--- src/rtl/spmbc_pkg.sv ---
// Purpose: constants for the serial port mode and baud control block
// Assumes: clk_sys is the oscillator; 12 clocks make one machine cycle
// Notes: register addresses are local choices, see hand-over
package spmbc_pkg;
  // special function register addresses
  localparam logic [7:0] ADDR_SPCTL = 8'h98;
  localparam logic [7:0] ADDR_SERIAL_BUFFER = 8'h99;
  localparam logic [7:0] ADDR_PWR = 8'h87;
  localparam logic [7:0] ADDR_T2CTL = 8'hC8;
  localparam logic [7:0] ADDR_T2RLL = 8'hCA;
  localparam logic [7:0] ADDR_T2RLH = 8'hCB;
  localparam logic [7:0] ADDR_T2CNL = 8'hCC;
  localparam logic [7:0] ADDR_T2CNH = 8'hCD;
  // serial_port_control fields
  localparam int SC_MODE_LO = 7;
  localparam int SC_MODE_HI = 6;
  localparam int SC_MP_EN = 5;
  localparam int SC_RX_EN = 4;
  localparam int SC_TX9 = 3;
  localparam int SC_RX9 = 2;
  localparam int SC_TI = 1;
  localparam int SC_RI = 0;
  localparam int PWR_DOUBLE = 7;
  // timer2_control_reg fields
  localparam int T2_OVF = 7;
  localparam int T2_EXF = 6;
  localparam int T2_RCLK = 5;
  localparam int T2_TX_CLOCK_FROM_T2 = 4;
  localparam int T2_EXEN = 3;
  localparam int T2_RUN = 2;
  localparam int T2_CSEL = 1;
  localparam int T2_CPRL = 0;
  localparam logic [7:0] RST_BYTE = 8'h00;
  // machine cycle phases, S1P1 = 0 ... S6P2 = 11
  localparam logic [3:0] PH_S1P1 = 4'h0;
  localparam logic [3:0] PH_S3P1 = 4'h4;
  localparam logic [3:0] PH_S5P2 = 4'h9;
  localparam logic [3:0] PH_S6P1 = 4'hA;
  localparam logic [3:0] PH_S6P2 = 4'hB;
  // 16 ticks per bit, votes at states 7, 8, 9 (zero based 6..8)
  localparam logic [3:0] DIV16_LAST = 4'hF;
  localparam logic [3:0] VOTE_A = 4'h6;
  localparam logic [3:0] VOTE_B = 4'h7;
  localparam logic [3:0] VOTE_C = 4'h8;
  localparam logic [3:0] M1_BITS = 4'hA;
  localparam logic [3:0] M23_BITS = 4'hB;
  localparam logic [7:0] M0_RX_INIT = 8'hFE;
  localparam logic [1:0] MODE_SHIFT = 2'h0;
  localparam logic [1:0] MODE_UART8 = 2'h1;
  localparam logic [1:0] MODE_FIXED = 2'h2;
  localparam logic [15:0] T2_TOP = 16'hFFFF;
endpackage

--- src/rtl/spmbc_fifo.sv ---
// Purpose: transmit-side word FIFO with valid/ready on both sides
// Assumes: same clock on both sides
// Notes: in_ready and out_valid come from flip-flops
`timescale 1ns/10ps
module spmbc_fifo #(
  parameter int WIDTH = 8,
  parameter int DEPTH = 32
) (
  input wire logic clk_sys, // clock
  input wire logic rst, // synchronous reset
  input wire logic in_valid, // write request
  output logic in_ready, // room for a word
  input wire logic [WIDTH-1:0] in_data, // word written
  output logic out_valid, // word available
  input wire logic out_ready, // consumer takes word
  output logic [WIDTH-1:0] out_data // head word
);
  localparam int AW = $clog2(DEPTH);
  logic [WIDTH-1:0] mem [DEPTH];
  logic [AW-1:0] wr_ptr;
  logic [AW-1:0] rd_ptr;
  logic [AW:0] count;
  logic [AW:0] next_count;
  logic push;
  logic pop;

  assign push = in_valid & in_ready;
  assign pop = out_valid & out_ready;
  assign out_data = mem[rd_ptr];

  always_comb begin
    next_count = count;
    if (push & ~pop) begin
      next_count = count + 1'b1;
    end else if (pop & ~push) begin
      next_count = count - 1'b1;
    end
  end

  always_ff @(posedge clk_sys) begin
    if (push) begin
      mem[wr_ptr] <= in_data;
    end
  end

  always_ff @(posedge clk_sys) begin
    if (rst) begin
      wr_ptr <= '0;
      rd_ptr <= '0;
      count <= '0;
      in_ready <= 1'b1;
      out_valid <= 1'b0;
    end else begin
      if (push) begin
        wr_ptr <= (wr_ptr == AW'(DEPTH - 1)) ? '0 : wr_ptr + 1'b1;
      end
      if (pop) begin
        rd_ptr <= (rd_ptr == AW'(DEPTH - 1)) ? '0 : rd_ptr + 1'b1;
      end
      count <= next_count;
      in_ready <= next_count < (AW + 1)'(DEPTH);
      out_valid <= next_count != '0;
    end
  end
endmodule

--- src/rtl/spmbc_top.sv ---
// Purpose: serial port with four modes, baud selection and timer 2
// Assumes: CPU reaches registers through the special function port
// Notes: serial_buffer writes queue in a FIFO ahead of the shifter
`timescale 1ns/10ps
module spmbc_top
  import spmbc_pkg::*;
#(
  parameter int FIFO_DEPTH = 32
) (
  input wire logic clk_sys, // oscillator, 250 MHz
  input wire logic rst, // synchronous, active high
  input wire logic [7:0] sfr_addr, // register address
  input wire logic sfr_wr, // write strobe, one cycle
  input wire logic sfr_rd, // read strobe, one cycle
  input wire logic [7:0] sfr_wdata, // write data
  output logic [7:0] sfr_rdata, // read data, next cycle
  output logic tx_buf_ready, // transmit FIFO can take a write
  input wire logic timer1_overflow, // timer 1 overflow pulse
  input wire logic rxd_in, // data pin level
  output logic rxd_out, // data pin drive value
  output logic rxd_oe_n, // data pin enable, low drives
  output logic txd_out, // transmit pin or shift clock
  input wire logic timer2_external_pin, // timer 2 external pin
  input wire logic timer2_count_pin // timer 2 count input
);
  typedef enum logic [2:0] {
    T_IDLE, T_WAIT0, T_SEND0, T_AWAIT, T_ASYNC
  } spmbc_tx_t;
  typedef enum logic [2:0] {
    R_IDLE, R_ARM0, R_SHIFT0, R_DONE0, R_ASYNC
  } spmbc_rx_t;

  spmbc_tx_t tx_state;
  spmbc_rx_t rx_state;
  logic [1:0] mode;
  logic mp_en, rx_en, tx9, rx9, ti, ri, rate_double;
  logic t2_ovf_flag, t2_ext_flag, rclk, tx_clock_from_t2, t2_exen, t2_run;
  logic t2_csel, t2_cprl;
  logic [15:0] t2_reload, t2_count;
  logic [7:0] rx_buffer;
  logic [1:0] rxd_sync, ext_sync, cnt_sync;
  logic rxd_prev, ext_prev, cnt_prev;
  logic [3:0] phase;
  logic [1:0] pre_cnt;
  logic t1_half;
  logic [3:0] tx_div, rx_div, tx_bits, rx_bit;
  logic [10:0] tx_sh;
  logic tx_gap;
  logic [7:0] rx_sh;
  logic [1:0] votes;
  logic rx_ninth, m0_samp;
  logic wr_serial_port_control, wr_serial_buffer, fifo_valid, tx_pop;
  logic [7:0] fifo_data;
  logic state_tick, m2_tick, t1_tick, t2_inc, t2_ovf;
  logic tx_tick, rx_tick, tx_roll, rx_decide, rx_maj;
  logic ti_set, ri_set, rx_accept, rx_flag, m0_active;
  logic [3:0] rx_last;
  logic next_txd, next_rxd_out, next_oe_n;
  logic [7:0] next_rdata;

  assign wr_serial_port_control = sfr_wr & (sfr_addr == ADDR_SPCTL);
  assign wr_serial_buffer = sfr_wr & (sfr_addr == ADDR_SERIAL_BUFFER);

  // pins pass two flip-flops before any use
  always_ff @(posedge clk_sys) begin
    if (rst) begin
      rxd_sync <= 2'h3;
      ext_sync <= 2'h3;
      cnt_sync <= 2'h3;
      rxd_prev <= 1'b1;
      ext_prev <= 1'b1;
      cnt_prev <= 1'b1;
    end else begin
      rxd_sync <= {rxd_sync[0], rxd_in};
      ext_sync <= {ext_sync[0], timer2_external_pin};
      cnt_sync <= {cnt_sync[0], timer2_count_pin};
      rxd_prev <= rxd_sync[1];
      ext_prev <= ext_sync[1];
      cnt_prev <= cnt_sync[1];
    end
  end

  // machine cycle phase and rate prescalers
  always_ff @(posedge clk_sys) begin
    if (rst) begin
      phase <= PH_S1P1;
      pre_cnt <= 2'h0;
      t1_half <= 1'b0;
    end else begin
      phase <= (phase == PH_S6P2) ? PH_S1P1 : phase + 4'h1;
      pre_cnt <= pre_cnt + 2'h1;
      if (timer1_overflow) begin
        t1_half <= ~t1_half;
      end
    end
  end

  assign state_tick = phase[0];
  // 16 ticks per bit: osc/4 or osc/2 gives osc/64 or osc/32
  assign m2_tick = rate_double ? pre_cnt[0] : (pre_cnt == 2'h3);
  assign t1_tick = timer1_overflow & (rate_double | t1_half);
  assign tx_tick = (mode == MODE_FIXED) ? m2_tick :
                   (tx_clock_from_t2 ? t2_ovf : t1_tick);
  assign rx_tick = (mode == MODE_FIXED) ? m2_tick :
                   (rclk ? t2_ovf : t1_tick);

  // timer 2 as baud generator
  assign t2_inc = t2_run & (rclk | tx_clock_from_t2) &
                  (t2_csel ? (cnt_prev & ~cnt_sync[1]) : state_tick);
  assign t2_ovf = t2_inc & (t2_count == T2_TOP);

  always_ff @(posedge clk_sys) begin
    if (rst) begin
      t2_count <= {RST_BYTE, RST_BYTE};
    end else if (sfr_wr & (sfr_addr == ADDR_T2CNL)) begin
      t2_count[7:0] <= sfr_wdata;
    end else if (sfr_wr & (sfr_addr == ADDR_T2CNH)) begin
      t2_count[15:8] <= sfr_wdata;
    end else if (t2_ovf) begin
      t2_count <= t2_reload;
    end else if (t2_inc) begin
      t2_count <= t2_count + 16'h1;
    end
  end

  always_ff @(posedge clk_sys) begin
    if (rst) begin
      t2_reload <= {RST_BYTE, RST_BYTE};
    end else if (sfr_wr & (sfr_addr == ADDR_T2RLL)) begin
      t2_reload[7:0] <= sfr_wdata;
    end else if (sfr_wr & (sfr_addr == ADDR_T2RLH)) begin
      t2_reload[15:8] <= sfr_wdata;
    end
  end

  // timer 2 control; the baud rollover never touches the overflow flag
  always_ff @(posedge clk_sys) begin
    if (rst) begin
      {t2_ovf_flag, rclk, tx_clock_from_t2, t2_exen, t2_run, t2_csel, t2_cprl} <= '0;
      t2_ext_flag <= 1'b0;
      rate_double <= 1'b0;
    end else begin
      if (sfr_wr & (sfr_addr == ADDR_T2CTL)) begin
        t2_ovf_flag <= sfr_wdata[T2_OVF];
        rclk <= sfr_wdata[T2_RCLK];
        tx_clock_from_t2 <= sfr_wdata[T2_TX_CLOCK_FROM_T2];
        t2_exen <= sfr_wdata[T2_EXEN];
        t2_run <= sfr_wdata[T2_RUN];
        t2_csel <= sfr_wdata[T2_CSEL];
        t2_cprl <= sfr_wdata[T2_CPRL];
      end
      if (t2_exen & ext_prev & ~ext_sync[1]) begin
        t2_ext_flag <= 1'b1;
      end else if (sfr_wr & (sfr_addr == ADDR_T2CTL)) begin
        t2_ext_flag <= sfr_wdata[T2_EXF];
      end
      if (sfr_wr & (sfr_addr == ADDR_PWR)) begin
        rate_double <= sfr_wdata[PWR_DOUBLE];
      end
    end
  end

  // serial port control; hardware set wins over a software clear
  always_ff @(posedge clk_sys) begin
    if (rst) begin
      {mode, mp_en, rx_en, tx9} <= '0;
      ti <= 1'b0;
      ri <= 1'b0;
      rx9 <= 1'b0;
    end else begin
      if (wr_serial_port_control) begin
        mode <= {sfr_wdata[SC_MODE_LO], sfr_wdata[SC_MODE_HI]};
        mp_en <= sfr_wdata[SC_MP_EN];
        rx_en <= sfr_wdata[SC_RX_EN];
        tx9 <= sfr_wdata[SC_TX9];
      end
      if (ti_set) begin
        ti <= 1'b1;
      end else if (wr_serial_port_control) begin
        ti <= sfr_wdata[SC_TI];
      end
      if (ri_set) begin
        ri <= 1'b1;
      end else if (wr_serial_port_control) begin
        ri <= sfr_wdata[SC_RI];
      end
      if (rx_state == R_ASYNC && rx_decide && rx_bit == rx_last &&
          rx_accept) begin
        rx9 <= rx_flag;
      end else if (wr_serial_port_control) begin
        rx9 <= sfr_wdata[SC_RX9];
      end
    end
  end

  spmbc_fifo #(
    .WIDTH(8),
    .DEPTH(FIFO_DEPTH)
  ) u_tx_fifo (
    .clk_sys(clk_sys),
    .rst(rst),
    .in_valid(wr_serial_buffer),
    .in_ready(tx_buf_ready),
    .in_data(sfr_wdata),
    .out_valid(fifo_valid),
    .out_ready(tx_pop),
    .out_data(fifo_data)
  );

  // transmitter
  assign tx_pop = (tx_state == T_IDLE) & fifo_valid;
  assign tx_roll = tx_tick & (tx_div == DIV16_LAST);
  assign ti_set = ((tx_state == T_SEND0) & (phase == PH_S1P1) &
                   (tx_sh[10:1] == 10'h0)) |
                  ((tx_state == T_ASYNC) & tx_roll & (tx_bits == 4'h2));

  always_ff @(posedge clk_sys) begin
    if (rst) begin
      tx_div <= 4'h0;
    end else if (tx_tick) begin
      tx_div <= tx_div + 4'h1;
    end
  end

  always_ff @(posedge clk_sys) begin
    if (rst) begin
      tx_state <= T_IDLE;
      tx_sh <= 11'h7FF;
      tx_bits <= 4'h0;
      tx_gap <= 1'b0;
    end else begin
      case (tx_state)
        T_IDLE: begin
          tx_gap <= 1'b0;
          if (tx_pop && mode == MODE_SHIFT) begin
            tx_sh <= {3'h1, fifo_data};
            tx_state <= T_WAIT0;
          end else if (tx_pop) begin
            // stop, ninth or second stop, data, start
            tx_sh <= {1'b1, (mode == MODE_UART8) | tx9,
                      fifo_data, 1'b0};
            tx_bits <= (mode == MODE_UART8) ? M1_BITS : M23_BITS;
            tx_state <= T_AWAIT;
          end
        end
        T_WAIT0: begin
          // first S6P2 marks the write, the second ends the gap cycle
          if (phase == PH_S6P2) begin
            tx_gap <= 1'b1;
            if (tx_gap) begin
              tx_state <= T_SEND0;
            end
          end
        end
        T_SEND0: begin
          if (phase == PH_S6P2) begin
            tx_sh <= {1'b0, tx_sh[10:1]};
          end else if (phase == PH_S1P1 && tx_sh[10:1] == 10'h0) begin
            tx_state <= T_IDLE;
            tx_sh <= 11'h7FF;
          end
        end
        T_AWAIT: begin
          if (tx_roll) begin
            tx_state <= T_ASYNC;
          end
        end
        T_ASYNC: begin
          if (tx_roll) begin
            if (tx_bits == 4'h1) begin
              tx_state <= T_IDLE;
            end else begin
              tx_sh <= {1'b1, tx_sh[10:1]};
              tx_bits <= tx_bits - 4'h1;
            end
          end
        end
        default: begin
          tx_state <= T_IDLE;
        end
      endcase
    end
  end

  // receiver
  assign rx_decide = rx_tick & (rx_div == VOTE_C);
  assign rx_maj = (votes[0] & votes[1]) |
                  (rxd_sync[1] & (votes[0] | votes[1]));
  assign rx_last = (mode == MODE_UART8) ? 4'h9 : 4'hA;
  assign rx_flag = (mode == MODE_UART8) ? rx_maj : rx_ninth;
  assign rx_accept = ~ri & (~mp_en | rx_flag);
  assign ri_set = ((rx_state == R_DONE0) & (phase == PH_S1P1)) |
                  ((rx_state == R_ASYNC) & rx_decide &
                   (rx_bit == rx_last) & rx_accept);

  always_ff @(posedge clk_sys) begin
    if (rst) begin
      rx_state <= R_IDLE;
      rx_div <= 4'h0;
      rx_bit <= 4'h0;
      rx_sh <= 8'hFF;
      votes <= 2'h0;
      rx_ninth <= 1'b0;
      m0_samp <= 1'b1;
      rx_buffer <= RST_BYTE;
    end else if (!rx_en && rx_state != R_DONE0) begin
      rx_state <= R_IDLE;
    end else begin
      case (rx_state)
        R_IDLE: begin
          if (mode == MODE_SHIFT) begin
            if (!ri) begin
              rx_state <= R_ARM0;
            end
          end else if (rxd_prev && !rxd_sync[1]) begin
            rx_div <= 4'h0;
            rx_bit <= 4'h0;
            rx_state <= R_ASYNC;
          end
        end
        R_ARM0: begin
          if (phase == PH_S6P2) begin
            rx_sh <= M0_RX_INIT;
            rx_state <= R_SHIFT0;
          end
        end
        R_SHIFT0: begin
          if (phase == PH_S5P2) begin
            m0_samp <= rxd_sync[1];
          end else if (phase == PH_S6P1) begin
            rx_sh <= {rx_sh[6:0], m0_samp};
            if (!rx_sh[7]) begin
              rx_buffer <= {<<{rx_sh[6:0], m0_samp}};
              rx_state <= R_DONE0;
            end
          end
        end
        R_DONE0: begin
          if (phase == PH_S1P1) begin
            rx_state <= R_IDLE;
          end
        end
        R_ASYNC: begin
          if (rx_tick) begin
            rx_div <= rx_div + 4'h1;
            if (rx_div == VOTE_A) begin
              votes[0] <= rxd_sync[1];
            end
            if (rx_div == VOTE_B) begin
              votes[1] <= rxd_sync[1];
            end
            if (rx_div == DIV16_LAST) begin
              rx_bit <= rx_bit + 4'h1;
            end
          end
          if (rx_decide) begin
            if (rx_bit == 4'h0 && rx_maj) begin
              rx_state <= R_IDLE;
            end else if (rx_bit >= 4'h1 && rx_bit <= 4'h8) begin
              rx_sh <= {rx_maj, rx_sh[7:1]};
            end else if (rx_bit == rx_last) begin
              if (rx_accept) begin
                rx_buffer <= rx_sh;
              end
              rx_state <= R_IDLE;
            end else if (rx_bit == 4'h9) begin
              rx_ninth <= rx_maj;
            end
          end
        end
        default: begin
          rx_state <= R_IDLE;
        end
      endcase
    end
  end

  // pin outputs, shift clock low in S3 to S5
  assign m0_active = (tx_state == T_SEND0) | (rx_state == R_SHIFT0);
  always_comb begin
    next_txd = 1'b1;
    next_rxd_out = 1'b1;
    next_oe_n = 1'b1;
    if (m0_active) begin
      next_txd = ~((phase >= PH_S3P1) && (phase <= PH_S5P2));
    end else if (tx_state == T_ASYNC) begin
      next_txd = tx_sh[0];
    end
    if (tx_state == T_SEND0) begin
      next_rxd_out = tx_sh[0];
      next_oe_n = 1'b0;
    end
  end

  always_comb begin
    next_rdata = 8'h00;
    case (sfr_addr)
      ADDR_SPCTL: next_rdata = {mode, mp_en, rx_en, tx9, rx9, ti, ri};
      ADDR_SERIAL_BUFFER: next_rdata = rx_buffer;
      ADDR_PWR: next_rdata = {rate_double, 7'h00};
      ADDR_T2CTL: next_rdata = {t2_ovf_flag, t2_ext_flag, rclk, tx_clock_from_t2,
                                t2_exen, t2_run, t2_csel, t2_cprl};
      ADDR_T2RLL: next_rdata = t2_reload[7:0];
      ADDR_T2RLH: next_rdata = t2_reload[15:8];
      ADDR_T2CNL: next_rdata = t2_count[7:0];
      ADDR_T2CNH: next_rdata = t2_count[15:8];
      default: next_rdata = 8'h00;
    endcase
  end

  always_ff @(posedge clk_sys) begin
    if (rst) begin
      txd_out <= 1'b1;
      rxd_out <= 1'b1;
      rxd_oe_n <= 1'b1;
      sfr_rdata <= 8'h00;
    end else begin
      txd_out <= next_txd;
      rxd_out <= next_rxd_out;
      rxd_oe_n <= next_oe_n;
      if (sfr_rd) begin
        sfr_rdata <= next_rdata;
      end
    end
  end
endmodule

--- config.mk ---
export PLATFORM = sky130hd
export DESIGN_NAME = spmbc_top
export DESIGN_NICKNAME = d
export VERILOG_FILES = /design/src/rtl/spmbc_pkg.sv /design/src/rtl/spmbc_fifo.sv /design/src/rtl/spmbc_top.sv
export SDC_FILE = /design/constraint.sdc
export NUM_CORES = 1
export LEC_CHECK = 0
export BUFFER_PORTS_ARGS = -buffer_cell sky130_fd_sc_hd__buf_2
export CAP_MARGIN = 15
export CORE_UTILIZATION = 30
export DETAILED_ROUTE_END_ITERATION = 10
export SLEW_MARGIN = 20
export SYNTH_ARGS = -nofsm -noshare
export SYNTH_HDL_FRONTEND = slang
export SYNTH_SLANG_ARGS = --single-unit
--- constraint.sdc ---
create_clock -name clk_sys -period 2.8 [get_ports clk_sys]
set_clock_uncertainty 0.05 [all_clocks]
set_input_delay 0.56 -clock clk_sys [delete_from_list [all_inputs] [get_ports clk_sys]]
set_output_delay 0.56 -clock clk_sys [all_outputs]
set_load 0.02 [all_outputs]
==> summary.md, run 1 <==
| Metric | Value |
|---|---|
| Most common flop cell mapped by yosys | edfxtp_1 |
| Critical Path RT | between 3 and 4 ns |
| WHS Path Cells | 2 |
| Sequential fraction of design power | a little under half |
| Initial antenna violation count | 1 |
| Worst path most repeated cell | buf_4 |
| PwrDens | roughly 700 nW/um^2 |
| DRT antenna net count | 0 |
| Detailed-router iteration count before antenna repair | 9 |
| Commonest cells post-synth | edfxtp_1 (256), dfxtp_1 (153), nor2_1 (143) |
| Worst hold slack | 0.143 ns |
| Power Total | 14.8 mW |
| Num Clock Sinks | ~410 |
| I/O Buffers | 35 |
| Synth Area in Compound Gates | a little over a tenth |
| Io pins | 36 |
| Clk root buf | clkbuf_16 |
| First-pass GRT wire length | ~70000 um |
| Reg2Reg Setup Slack | 0.21 ns |
| Die X | around 250 um |
| Routed wire length | 45200 um |
| TritonCTS clock tree | built |
| Mux cell area share after synthesis | 11.9% |
| Endpoint type of the worst setup path | flop |
| Syn Nets | ~1500 |
| Post-synthesis sequential area ratio | about three fifths |
| Vias | 12215 |
| Initial DRC Count | about 930 |
| Clock power frac | a little under two fifths |
| Wire length per cell | a little under 20 um |
| Crit-path max FO | 8 |
| Synth-to-layout area growth | 17.2% |
| Pins Over Slew Limit | 0 |
| Synth Area in XOR/XNOR | less than 1% |
| Top cell type by total area after synthesis | edfxtp_1 |
| Slew @ Worst Pin | ~0.93 ns |
| Sum Neg Setup Slack | 0 ns |
| Critical-path top delay cell | a311oi_2 |
| Status | finished with violations |
| Avg Cell Area, Syn | 12.7 sq um |
| Yosys reg bits | 409 |
| Initial Utilization | 30.5% |
| Minimum clock period | roughly 2.6 ns |
| RSZ-0062 raised after global routing | no |
| Overall Global Routing Usage | 14.8% |
| Reg2reg path depth | 9 |
| Clk buf depth | 3 |
| Final hold viol count | 0 |
| Simple-Gate Fraction of Synth Area | roughly 13% |
| Maximum clock frequency | ~0.39 GHz |
| Grt ovf | 0 |
| Largest net degree at the start of global routing | 122 |
| Residual DRC | 2 |
| Die Area | 61100 sq um |
| Failing checks | design-rule violations |
| Worst endpoint data arrival time | approximately 3.0 ns |
| Switching Share | between 20% and 30% |
| Yosys cell types | 85 |
| Post-synthesis instance total | roughly 1400 |
| Sw Pwr | roughly 3.8 mW |
| Power Internal | around 11 mW |
| Largest family of logic cells by synthesized area | simple AND/OR/NAND/NOR gates |
| Setup ws final | between 0.2 and 0.25 ns |
| Adder-cell area share of the yosys netlist | under 10% |
| Die height | 247 um |
| Clk slew on worst S/H paths | roughly 0.060 ns |
| Total inserted antenna cells | 0 |
| Fraction of layout cells with a size suffix above 1 | between 20 and 25% |
| Final number of setup-violating endpoints | 0 |
| Slew Limit Headroom | a little under two fifths |
| Post-synth EDFFs | approximately 260 |
| Final period util | 92.6% |
| Final Util | a little over a third |
| H-tree Lvls | 2 |
| Async SR Flop Fraction | 0% |
| Worst-path cell chain | ha_1 -> nand2_1 -> nor4_4 -> buf_4 -> buf_4 -> a311oi_2 -> o21a_1 -> nor3_4 -> a311oi_1 |
| Vias per cell | approximately 5.2 |
| HP Class | in -> reg |
| Global placement routability congestion | 0.877 |
| Hold Buf Count CTS | 0 |
| Leak Pwr | just over 7 nW |
| Core ar. | 59100 sq um |
| Num rows | 89 |
| Nets | ~1600 |
| Delay of the slowest critical-path stage | 0.64 ns |
| Total CTS buffers | 41 |
| VDD IR-drop max | around 0.53 mV |
| Crit Path Class | reg -> reg |
| Top-area cell type share of the netlist area | 42.7% |
| Vias in the first global route | 11966 |
| Max-cap violation count | 0 |
| Skew-Pair Late Insertion Delay | ~0.55 ns |
| Hpwl dp | 30500 um |
| Pre-CTS setup slack | -0.0958 ns |
| Comb pwr share | between 10% and 20% |
| Synth top area cells | edfxtp_1 (43%), dfxtp_1 (17%), mux4_2 (8.0%) |
| Count leader, synth | edfxtp_1 |
| Synth Warn # | 0 |
| Startpoint types | flop |
| Cell area after synthesis | about 18000 sq um |
## state kept, by name, summed over array words and instances, names as in the netlist, 3 cells and up, named ones only
name              flops
rx_bit                4
rx_state              3
tx_sh                11
u_tx_fifo.rd_ptr      5
u_tx_fifo.count       6
rx_sh                 8
rx_div                4
tx_bits               4
t2_count             16
u_tx_fifo.mem       256
tx_state              3
phase                 4
t2_reload            16
sfr_rdata             8
u_tx_fifo.wr_ptr      5
rx_buffer             8
tx_div                4
## layout make-up
type	count	area [sq um]
Clock buffer	51	1110
Clock inverter	23	244
Fill cell	5653	38000
Inverter	28	105
Multi-Input combinational cell	907	6880
Sequential cell	409	10800
Tap cell	773	967
Timing Repair Buffer	137	1040
## critical path, delay by kind of cell (launching register included)
kind | cells | cell delay, ns
flip-flops | 1 | 0.34
buffers and inverters | 2 | 0.32
adder cells (fa/ha/maj) | 1 | 0.23
AO/OA/AOI/OAI | 3 | 1.26
AND/OR/NAND/NOR | 3 | 0.30
## layout by cell type (no fill, tap or decap), types with 11 or more instances in the layout
cell,synthesis,routed
a211oi_1,16,16
a21oi_1,64,64
a22o_1,11,11
a22oi_1,15,15
a31oi_1,18,18
and3_1,16,16
buf_2,9,34
buf_4,7,95
clkbuf_16,0,42
dfxtp_1,153,151
edfxtp_1,256,256
ha_1,26,26
inv_1,28,28
mux2_2,14,14
mux2i_1,55,55
mux4_2,64,64
nand2_1,103,103
nand2b_1,11,11
nand3_1,32,32
nand4_1,13,13
nor2_1,143,143
nor2b_1,12,12
nor3_1,23,22
o21ai_0,33,33
o22ai_1,34,34
or2_2,14,14
xnor2_1,13,13
## through the flow
stage,instance area (sq um),instances
2_1_floorplan,18000,1418
3_3_place_gp,19700,2253
3_5_place_dp,19700,2253
4_1_cts,21100,2327
5_1_grt,21100,2328
6_report,21100,2328
## layer usage
layer | share of wire, % | global-route usage (%) | up-vias
met3 | 6.7 | 2.79 | 81
met1 | 43 | 19.5 | 6058
met2 | 48 | 24.1 | 383
li1 | - | - | 5693
met5 | 0 | 0 | -
met4 | 3.0 | 5.39 | 0
## worst paths after layout
kind                                 start                   endpoint
hold reg to reg     ext_sync[0]$_SDFF_PP1_     ext_sync[1]$_SDFF_PP1_
hold / removal                      rxd_in     rxd_sync[0]$_SDFF_PP1_
setup reg to reg  t2_count[1]$_SDFFE_PP0P_  rx_buffer[2]$_SDFFE_PP0P_
setup / recovery  t2_count[1]$_SDFFE_PP0P_  rx_buffer[2]$_SDFFE_PP0P_
## power groups by stage
stage	combinational, mW	clock (mW)	sequential (mW)
after floorplan	1.83	0	6.80
after global placement	2.56	0	6.85
after detailed placement	2.58	0	6.85
after CTS	2.60	5.67	6.72
after global routing	2.78	5.89	6.74
final	2.55	5.56	6.72
## cells by family (layout without fill, tap and decap cells)
| group | count (synthesis) | in the layout |
|---|---|---|
| multiplexers | 133 | 133 |
| buffers and inverters | 102 | 239 |
| AND/OR/NAND/NOR | 444 | 444 |
| adder cells (fa/ha/maj) | 27 | 27 |
| AO/OA/AOI/OAI | 283 | 283 |
| flip-flops | 409 | 409 |
| XOR/XNOR | 20 | 20 |
## what timing repair did
item,in CTS,in global routing
resized for setup,0,4
endpoints found under the setup margin,0,25
setup buffers,0,1
No activity file was read; power rests on OpenSTA's default activity.
==> inputs of run 2 (changes only) <==
--- a/config.mk
+++ b/config.mk
@@ -5,10 +5,11 @@
 export SDC_FILE = /design/constraint.sdc
 export NUM_CORES = 1
 export LEC_CHECK = 0
-export BUFFER_PORTS_ARGS = -buffer_cell sky130_fd_sc_hd__buf_2
 export CAP_MARGIN = 15
 export CORE_UTILIZATION = 30
+export CTS_BUF_LIST = sky130_fd_sc_hd__clkbuf_8 sky130_fd_sc_hd__clkbuf_16
 export DETAILED_ROUTE_END_ITERATION = 10
+export DONT_BUFFER_PORTS = 1
 export SLEW_MARGIN = 20
 export SYNTH_ARGS = -nofsm -noshare
 export SYNTH_HDL_FRONTEND = slang
==> run 2 against run 1 <==
Compared with the run above: design area down 1.5%; global-route usage is 0.095 points lower; the run still ends with design-rule violations left; hold slack got worse by 0.11 ns; sequential share of layout area is 0.77 points higher; routed wire length grew 0.48%; utilization decreased by 0.53 points; critical endpoint is now tx_sh[8]$_SDFFE_PP1P_; via count shrank 1.4%; sequential cell count unchanged; sequential power grew 1%; first-iteration DRC count rose by 7.7%; clock power down 2%.
==> summary.md, run 2 (synthesized netlist as in run 1, its figures left out) <==
| Metric | Value |
|---|---|
| Status | finished with violations |
| Failing checks | design-rule violations |
| Max-cap violation count | 0 |
| Leak Pwr | approximately 7.0 nW |
| Power Internal | 10.9 mW |
| Commonest non-fill, non-tap cell in the layout | edfxtp_1 |
| Sum Neg Setup Slack | 0 ns |
| Pins Over Slew Limit | 0 |
| Vias in the first global route | 11819 |
| Most frequent cells in the layout | edfxtp_1 (256), dfxtp_1 (150), nor2_1 (143), nand2_1 (103), buf_4 (83) |
| Final period util | 93.3% |
| Vias per cell | around 5.3 |
| Initial antenna violation count | 0 |
| Clk slew on worst S/H paths | about 0.060 ns |
| Largest delay share family, worst path | simple AND/OR/NAND/NOR gates |
| Power Total | around 15 mW |
| Setup Fix Bufs, Post-CTS | 0 |
| Skew-Pair Late Insertion Delay | just under 0.6 ns |
| Worst-path cell chain | nand4_1 -> nor4_4 -> nand4_1 -> a31oi_1 -> buf_4 -> a21boi_1 -> a311o_1 |
| Top reg by flops | u_tx_fifo.mem |
| Final hold viol count | 0 |
| Clk buf depth | 3 |
| Global placement routability congestion | between 0.9 and 1 |
| Crit-path max FO | 10 |
| PwrDens | about 700 nW/um^2 |
| Clk root buf | clkbuf_16 |
| I/O Buffers | 0 |
| TritonCTS clock tree | built |
| Vias | 12046 |
| RSZ-0062 raised after global routing | no |
| Overall Global Routing Usage | 14.7% |
| Hpwl dp | 29700 um |
| Largest net degree at the start of global routing | about 120 |
| Fraction of layout cells with a size suffix above 1 | between 10% and 20% |
| Delay of the slowest critical-path stage | approximately 0.55 ns |
| Detailed-router iteration count before antenna repair | 8 |
| Placed standard-cell area | between 15000 and 20000 sq um |
| Total inserted antenna cells | 0 |
| Sw Pwr | ~3.8 mW |
| Comb pwr share | roughly 16% |
| Core ar. | 59100 sq um |
| Switching Share | between 20% and 30% |
| Die Area | 61100 sq um |
| Critical Path RT | 3.20 ns |
| Setup ws final | between 0.15 and 0.2 ns |
| H-tree Lvls | 2 |
| Residual DRC | 2 |
| Slew Limit Headroom | 43.5% |
| Num Clock Sinks | 409 |
| Die X | roughly 250 um |
| WP buf/inv | 1 |
| Top flop regs | u_tx_fifo.mem: 256 flops, t2_count: 16 flops, t2_reload: 16 flops |
| Nets | roughly 1500 |
| Die height | between 200 and 250 um |
| Initial Utilization | between 30% and 40% |
| Minimum clock period | ~2.6 ns |
| VDD IR-drop max | roughly 0.51 mV |
| DRT antenna net count | 0 |
| HP Class | in -> reg |
| Io pins | 36 |
| Clock power frac | 37.3% |
| Crit Path Class | reg -> reg |
| Grt ovf | 0 |
| Total CTS buffers | between 40 and 50 |
| Final instance area | ~21000 sq um |
| Max FFs per register | ~260 |
| Synth-to-layout area growth | 15.4% |
| Critical-path top delay cell | nor4_4 |
| Wire length per cell | ~20 um |
| Routed wire length | approximately 45000 um |
| Maximum clock frequency | 0.383 GHz |
| Final number of setup-violating endpoints | 0 |
| Initial DRC Count | 997 |
| Num rows | a little under 90 |
| Startpoint types | flop |
| Worst endpoint data arrival time | roughly 3 ns |
| Sequential fraction of design power | between 40% and 50% |
| Worst path most repeated cell | nand4_1 |
| Pre-CTS setup slack | between 0.01 and 0.015 ns |
| First-pass GRT wire length | between 60000 and 70000 um |
| Endpoint type of the worst setup path | flop |
| Final Util | approximately a third |
| Slew @ Worst Pin | roughly 0.84 ns |
==> run 2: cell types whose count changed in the layout (fill, tap and decap cells not counted), moves of 2 or more <==
| cell | previous run | this run |
|---|---|---|
| clkinvlp_4 | 4 | 0 |
| buf_2 | 34 | 0 |
| buf_4 | 95 | 83 |
| inv_1 | 28 | 35 |
| clkbuf_1 | 6 | 0 |
| dlygate4sd3_1 | 0 | 11 |
| clkbuf_8 | 3 | 1 |
| buf_12 | 8 | 3 |
| clkinv_2 | 7 | 11 |
==> run 2: final timing paths <==
check / startpoint / end / slack (ns) / cells past startpoint
hold / removal: sfr_wdata[4] / u_tx_fifo.mem[17][4]$_DFFE_PP_ / 0.03 / 0
hold reg to reg: cnt_sync[0]$_SDFF_PP1_ / cnt_sync[1]$_SDFF_PP1_ / 0.36 / 1
setup / recovery: t2_count[7]$_SDFFE_PP0P_ / tx_sh[8]$_SDFFE_PP1P_ / 0.19 / 7
setup reg to reg: t2_count[7]$_SDFFE_PP0P_ / tx_sh[8]$_SDFFE_PP1P_ / 0.19 / 7
==> run 2: layout make-up <==
type / count / area (sq um)
inverters: 28 / 105
flip-flops and latches: 409 / 10800
multi-input cells: 907 / 6860
fillers: 5687 / 38300
clock buffers: 42 / 1040
well taps: 773 / 967
repair buffers: 97 / 793
clock inverters: 33 / 279
==> run 2: repair_timing <==
| action | in CTS | in global routing |
|---|---|---|
| hold endpoints to repair | 7 | 4 |
| resized for setup | 0 | 3 |
| hold buffers | 7 | 4 |
| setup endpoints to repair | 0 | 9 |
==> run 2: per-layer routing <==
metal	vias to the layer above	global-route usage (%)	routed length, um
met3	70	2.42	2220
met1	6045	19.3	19900
li1	5605	-	-
met2	326	24.5	22100
met4	0	4.88	1150
met5	-	0	0
==> run 2: through the flow <==
step | cells | hold slack [ns]
final | 2289 | 0.0316
after global routing | 2289 | 0.000176
after CTS | 2285 | 0.000335
after detailed placement | 2203 | 0.346
after global placement | 2203 | 0.344
after floorplan | 1418 | 0.339
==> run 2: power by group through the flow <==
stage | Sequential [mW] | Combinational (mW) | Clock, mW
after floorplan | 6.80 | 1.83 | 0
after global placement | 6.92 | 2.34 | 0
after detailed placement | 6.92 | 2.36 | 0
after CTS | 6.80 | 2.38 | 5.57
after global routing | 6.82 | 2.56 | 5.77
final | 6.79 | 2.37 | 5.45
==> inputs of run 3 (changes only) <==
--- a/config.mk
+++ b/config.mk
@@ -5,11 +5,13 @@
 export SDC_FILE = /design/constraint.sdc
 export NUM_CORES = 1
 export LEC_CHECK = 0
+export ABC_CLOCK_PERIOD_IN_PS = 2800
 export CAP_MARGIN = 15
 export CORE_UTILIZATION = 30
 export CTS_BUF_LIST = sky130_fd_sc_hd__clkbuf_8 sky130_fd_sc_hd__clkbuf_16
 export DETAILED_ROUTE_END_ITERATION = 10
 export DONT_BUFFER_PORTS = 1
+export REMOVE_ABC_BUFFERS = 1
 export SLEW_MARGIN = 20
 export SYNTH_ARGS = -nofsm -noshare
 export SYNTH_HDL_FRONTEND = slang
==> run 3 against run 2 <==
Compared with the run above: routed wire length fell by 1.8%; global-route usage hardly changed; setup slack lost 0.028 ns; critical path type unchanged; sequential power about the same; count of clock-buffer cells in the layout rose by 5; the flow now finishes without violations; sequential cell count did not move.
==> summary.md, run 3 (synthesized netlist as in run 1, its figures left out) <==
| Metric | Value |
|---|---|
| Status | completed |
| Core ar. | between 50000 and 60000 sq um |
| Critical Path RT | 3.26 ns |
| Vias | ~12000 |
| Worst endpoint data arrival time | about 3.1 ns |
| Placed standard-cell area | a little under 20000 sq um |
| RSZ-0062 raised after global routing | no |
| Maximum clock frequency | between 0.3 and 0.4 GHz |
| Final number of setup-violating endpoints | 0 |
| Max FFs per register | ~260 |
| Hpwl dp | 29200 um |
| Max-cap violation count | 0 |
| First-pass GRT wire length | a little under 70000 um |
| Synth-to-layout area growth | 15.7% |
| Clk buf depth | 3 |
| Final period util | ~94% |
| VDD IR-drop max | around 0.42 mV |
| Die Area | 61100 sq um |
| Global placement routability congestion | 0.864 |
| Initial DRC Count | about 1200 |
| Top reg by flops | u_tx_fifo.mem |
| Minimum clock period | 2.64 ns |
| Largest net degree at the start of global routing | between 100 and 150 |
| Worst setup path start | t2_count[0]$_SDFFE_PP0P_ |
| Top flop regs | u_tx_fifo.mem: 256 flops, t2_count: 16 flops, t2_reload: 16 flops |
| Crit-path max FO | 10 |
| Nets | 1529 |
| Wire length per cell | 19.5 um |
| Most frequent cells in the layout | edfxtp_1 (256), dfxtp_1 (151), nor2_1 (143), nand2_1 (103), buf_4 (76) |
| H-tree Lvls | 2 |
| I/O Buffers | 0 |
| HP Class | in -> reg |
| Endpoint type of the worst setup path | flop |
| PwrDens | 708 nW/um^2 |
| Final hold viol count | 0 |
| Vias per cell | roughly 5.3 |
| Num Clock Sinks | approximately 400 |
| Detailed-router iteration count before antenna repair | 6 |
| Startpoint types | flop |
| Worst hold slack | approximately 0.030 ns |
| Slew @ Worst Pin | 1.14 ns |
| Io pins | 36 |
| Hold path start | sfr_wdata[6] |
| Routed wire length | ~45000 um |
| Pins Over Slew Limit | 0 |
| Grt ovf | 0 |
| Leak Pwr | ~7.0 nW |
| Slew Limit Headroom | 23.3% |
| Initial Utilization | between 30% and 40% |
| Clk root buf | clkbuf_16 |
| FF-to-FF Start | t2_count[0]$_SDFFE_PP0P_ |
| Overall Global Routing Usage | 14.7% |
| Commonest non-fill, non-tap cell in the layout | edfxtp_1 |
| Die X | 247 um |
| TritonCTS clock tree | built |
| Final instance area | between 20000 and 25000 sq um |
| Fraction of layout cells with a size suffix above 1 | between 10% and 20% |
| Clk slew on worst S/H paths | about 0.06 ns |
| Vias in the first global route | 11805 |
| Crit Path Class | reg -> reg |
| Die height | ~250 um |
| DRT antenna net count | 0 |
| Residual DRC | 0 |
| Total inserted antenna cells | 0 |
| Total CTS buffers | 44 |
| Skew-Pair Late Insertion Delay | 0.59 ns |
| Num rows | between 80 and 90 |
| Initial antenna violation count | 0 |
| Power Total | roughly 15 mW |
[run 3: cell types whose count changed in the layout (fill, tap and decap cells not counted), sizes merged]
cell	delta
buf	-7
bufinv	-2
clkbuf	+5
clkinv	-2
clkinvlp	+2
dlygate4sd3	-1
inv	+2
[run 3: where the power goes]
part	leakage [nW]	switching, mW	internal (mW)
combinational	2.78	1.17	1.20
sequential	3.54	0.203	6.56
clock	0.718	2.46	3.18
[run 3: area by class of cell]
| class | instances | area (sq um) |
|---|---|---|
| fillers | 5655 | 38300 |
| flip-flops and latches | 409 | 10800 |
| multi-input cells | 907 | 6860 |
| clock buffers | 47 | 1140 |
| well taps | 773 | 967 |
| repair buffers | 89 | 731 |
| clock inverters | 33 | 283 |
| inverters | 28 | 105 |
[run 3: what timing repair did]
item | CTS | global route
buffers inserted | 0 | 0
gates resized for setup | 0 | 2
endpoints found under the hold margin | 16 | 0
setup endpoints to repair | 0 | 8
hold buffers | 10 | 0
[run 3: critical path: stages (launching register included)]
cell and delay (ns):
dfxtp_1 0.34, ha_1 0.25, nand2_1 0.14, nor4_4 0.06, buf_4 0.17, a311oi_1 0.96, nor3_2 0.20, mux2_2 0.33
nor2_1 0.08
[run 3: final timing paths]
kind / endpoint / slack [ns] / cells past startpoint
worst max-delay path: rx_bit[1]$_SDFFE_PP0P_ / 0.16 / 8
worst min-delay path: u_tx_fifo.mem[15][6]$_DFFE_PP_ / 0.03 / 0
worst max register to register: rx_bit[1]$_SDFFE_PP0P_ / 0.16 / 8
worst min register to register: cnt_sync[1]$_SDFF_PP1_ / 0.36 / 1
[run 3: per-layer routing]
layer  vias up  part of all wire [%]  global-route usage [%]
met2       392                    45                    22.5
met1      6027                    46                    20.8
li1       5591                     -                       -
met3        73                   6.1                    2.65
met4         0                   2.6                    4.96
met5         -                     0                       0
[run 3: metrics by stage]
stage	utilization, %	TNS, ns	setup slack, ns	std cells
after floorplan	-	-11.49	-1.37	1344
after CTS	35.2	0	0.160	2286
final	35.3	0	0.161	2286
after global routing	35.3	0	0.0172	2286
after global placement	32.7	0	0.0920	2196
after detailed placement	32.7	0	0.0537	2196
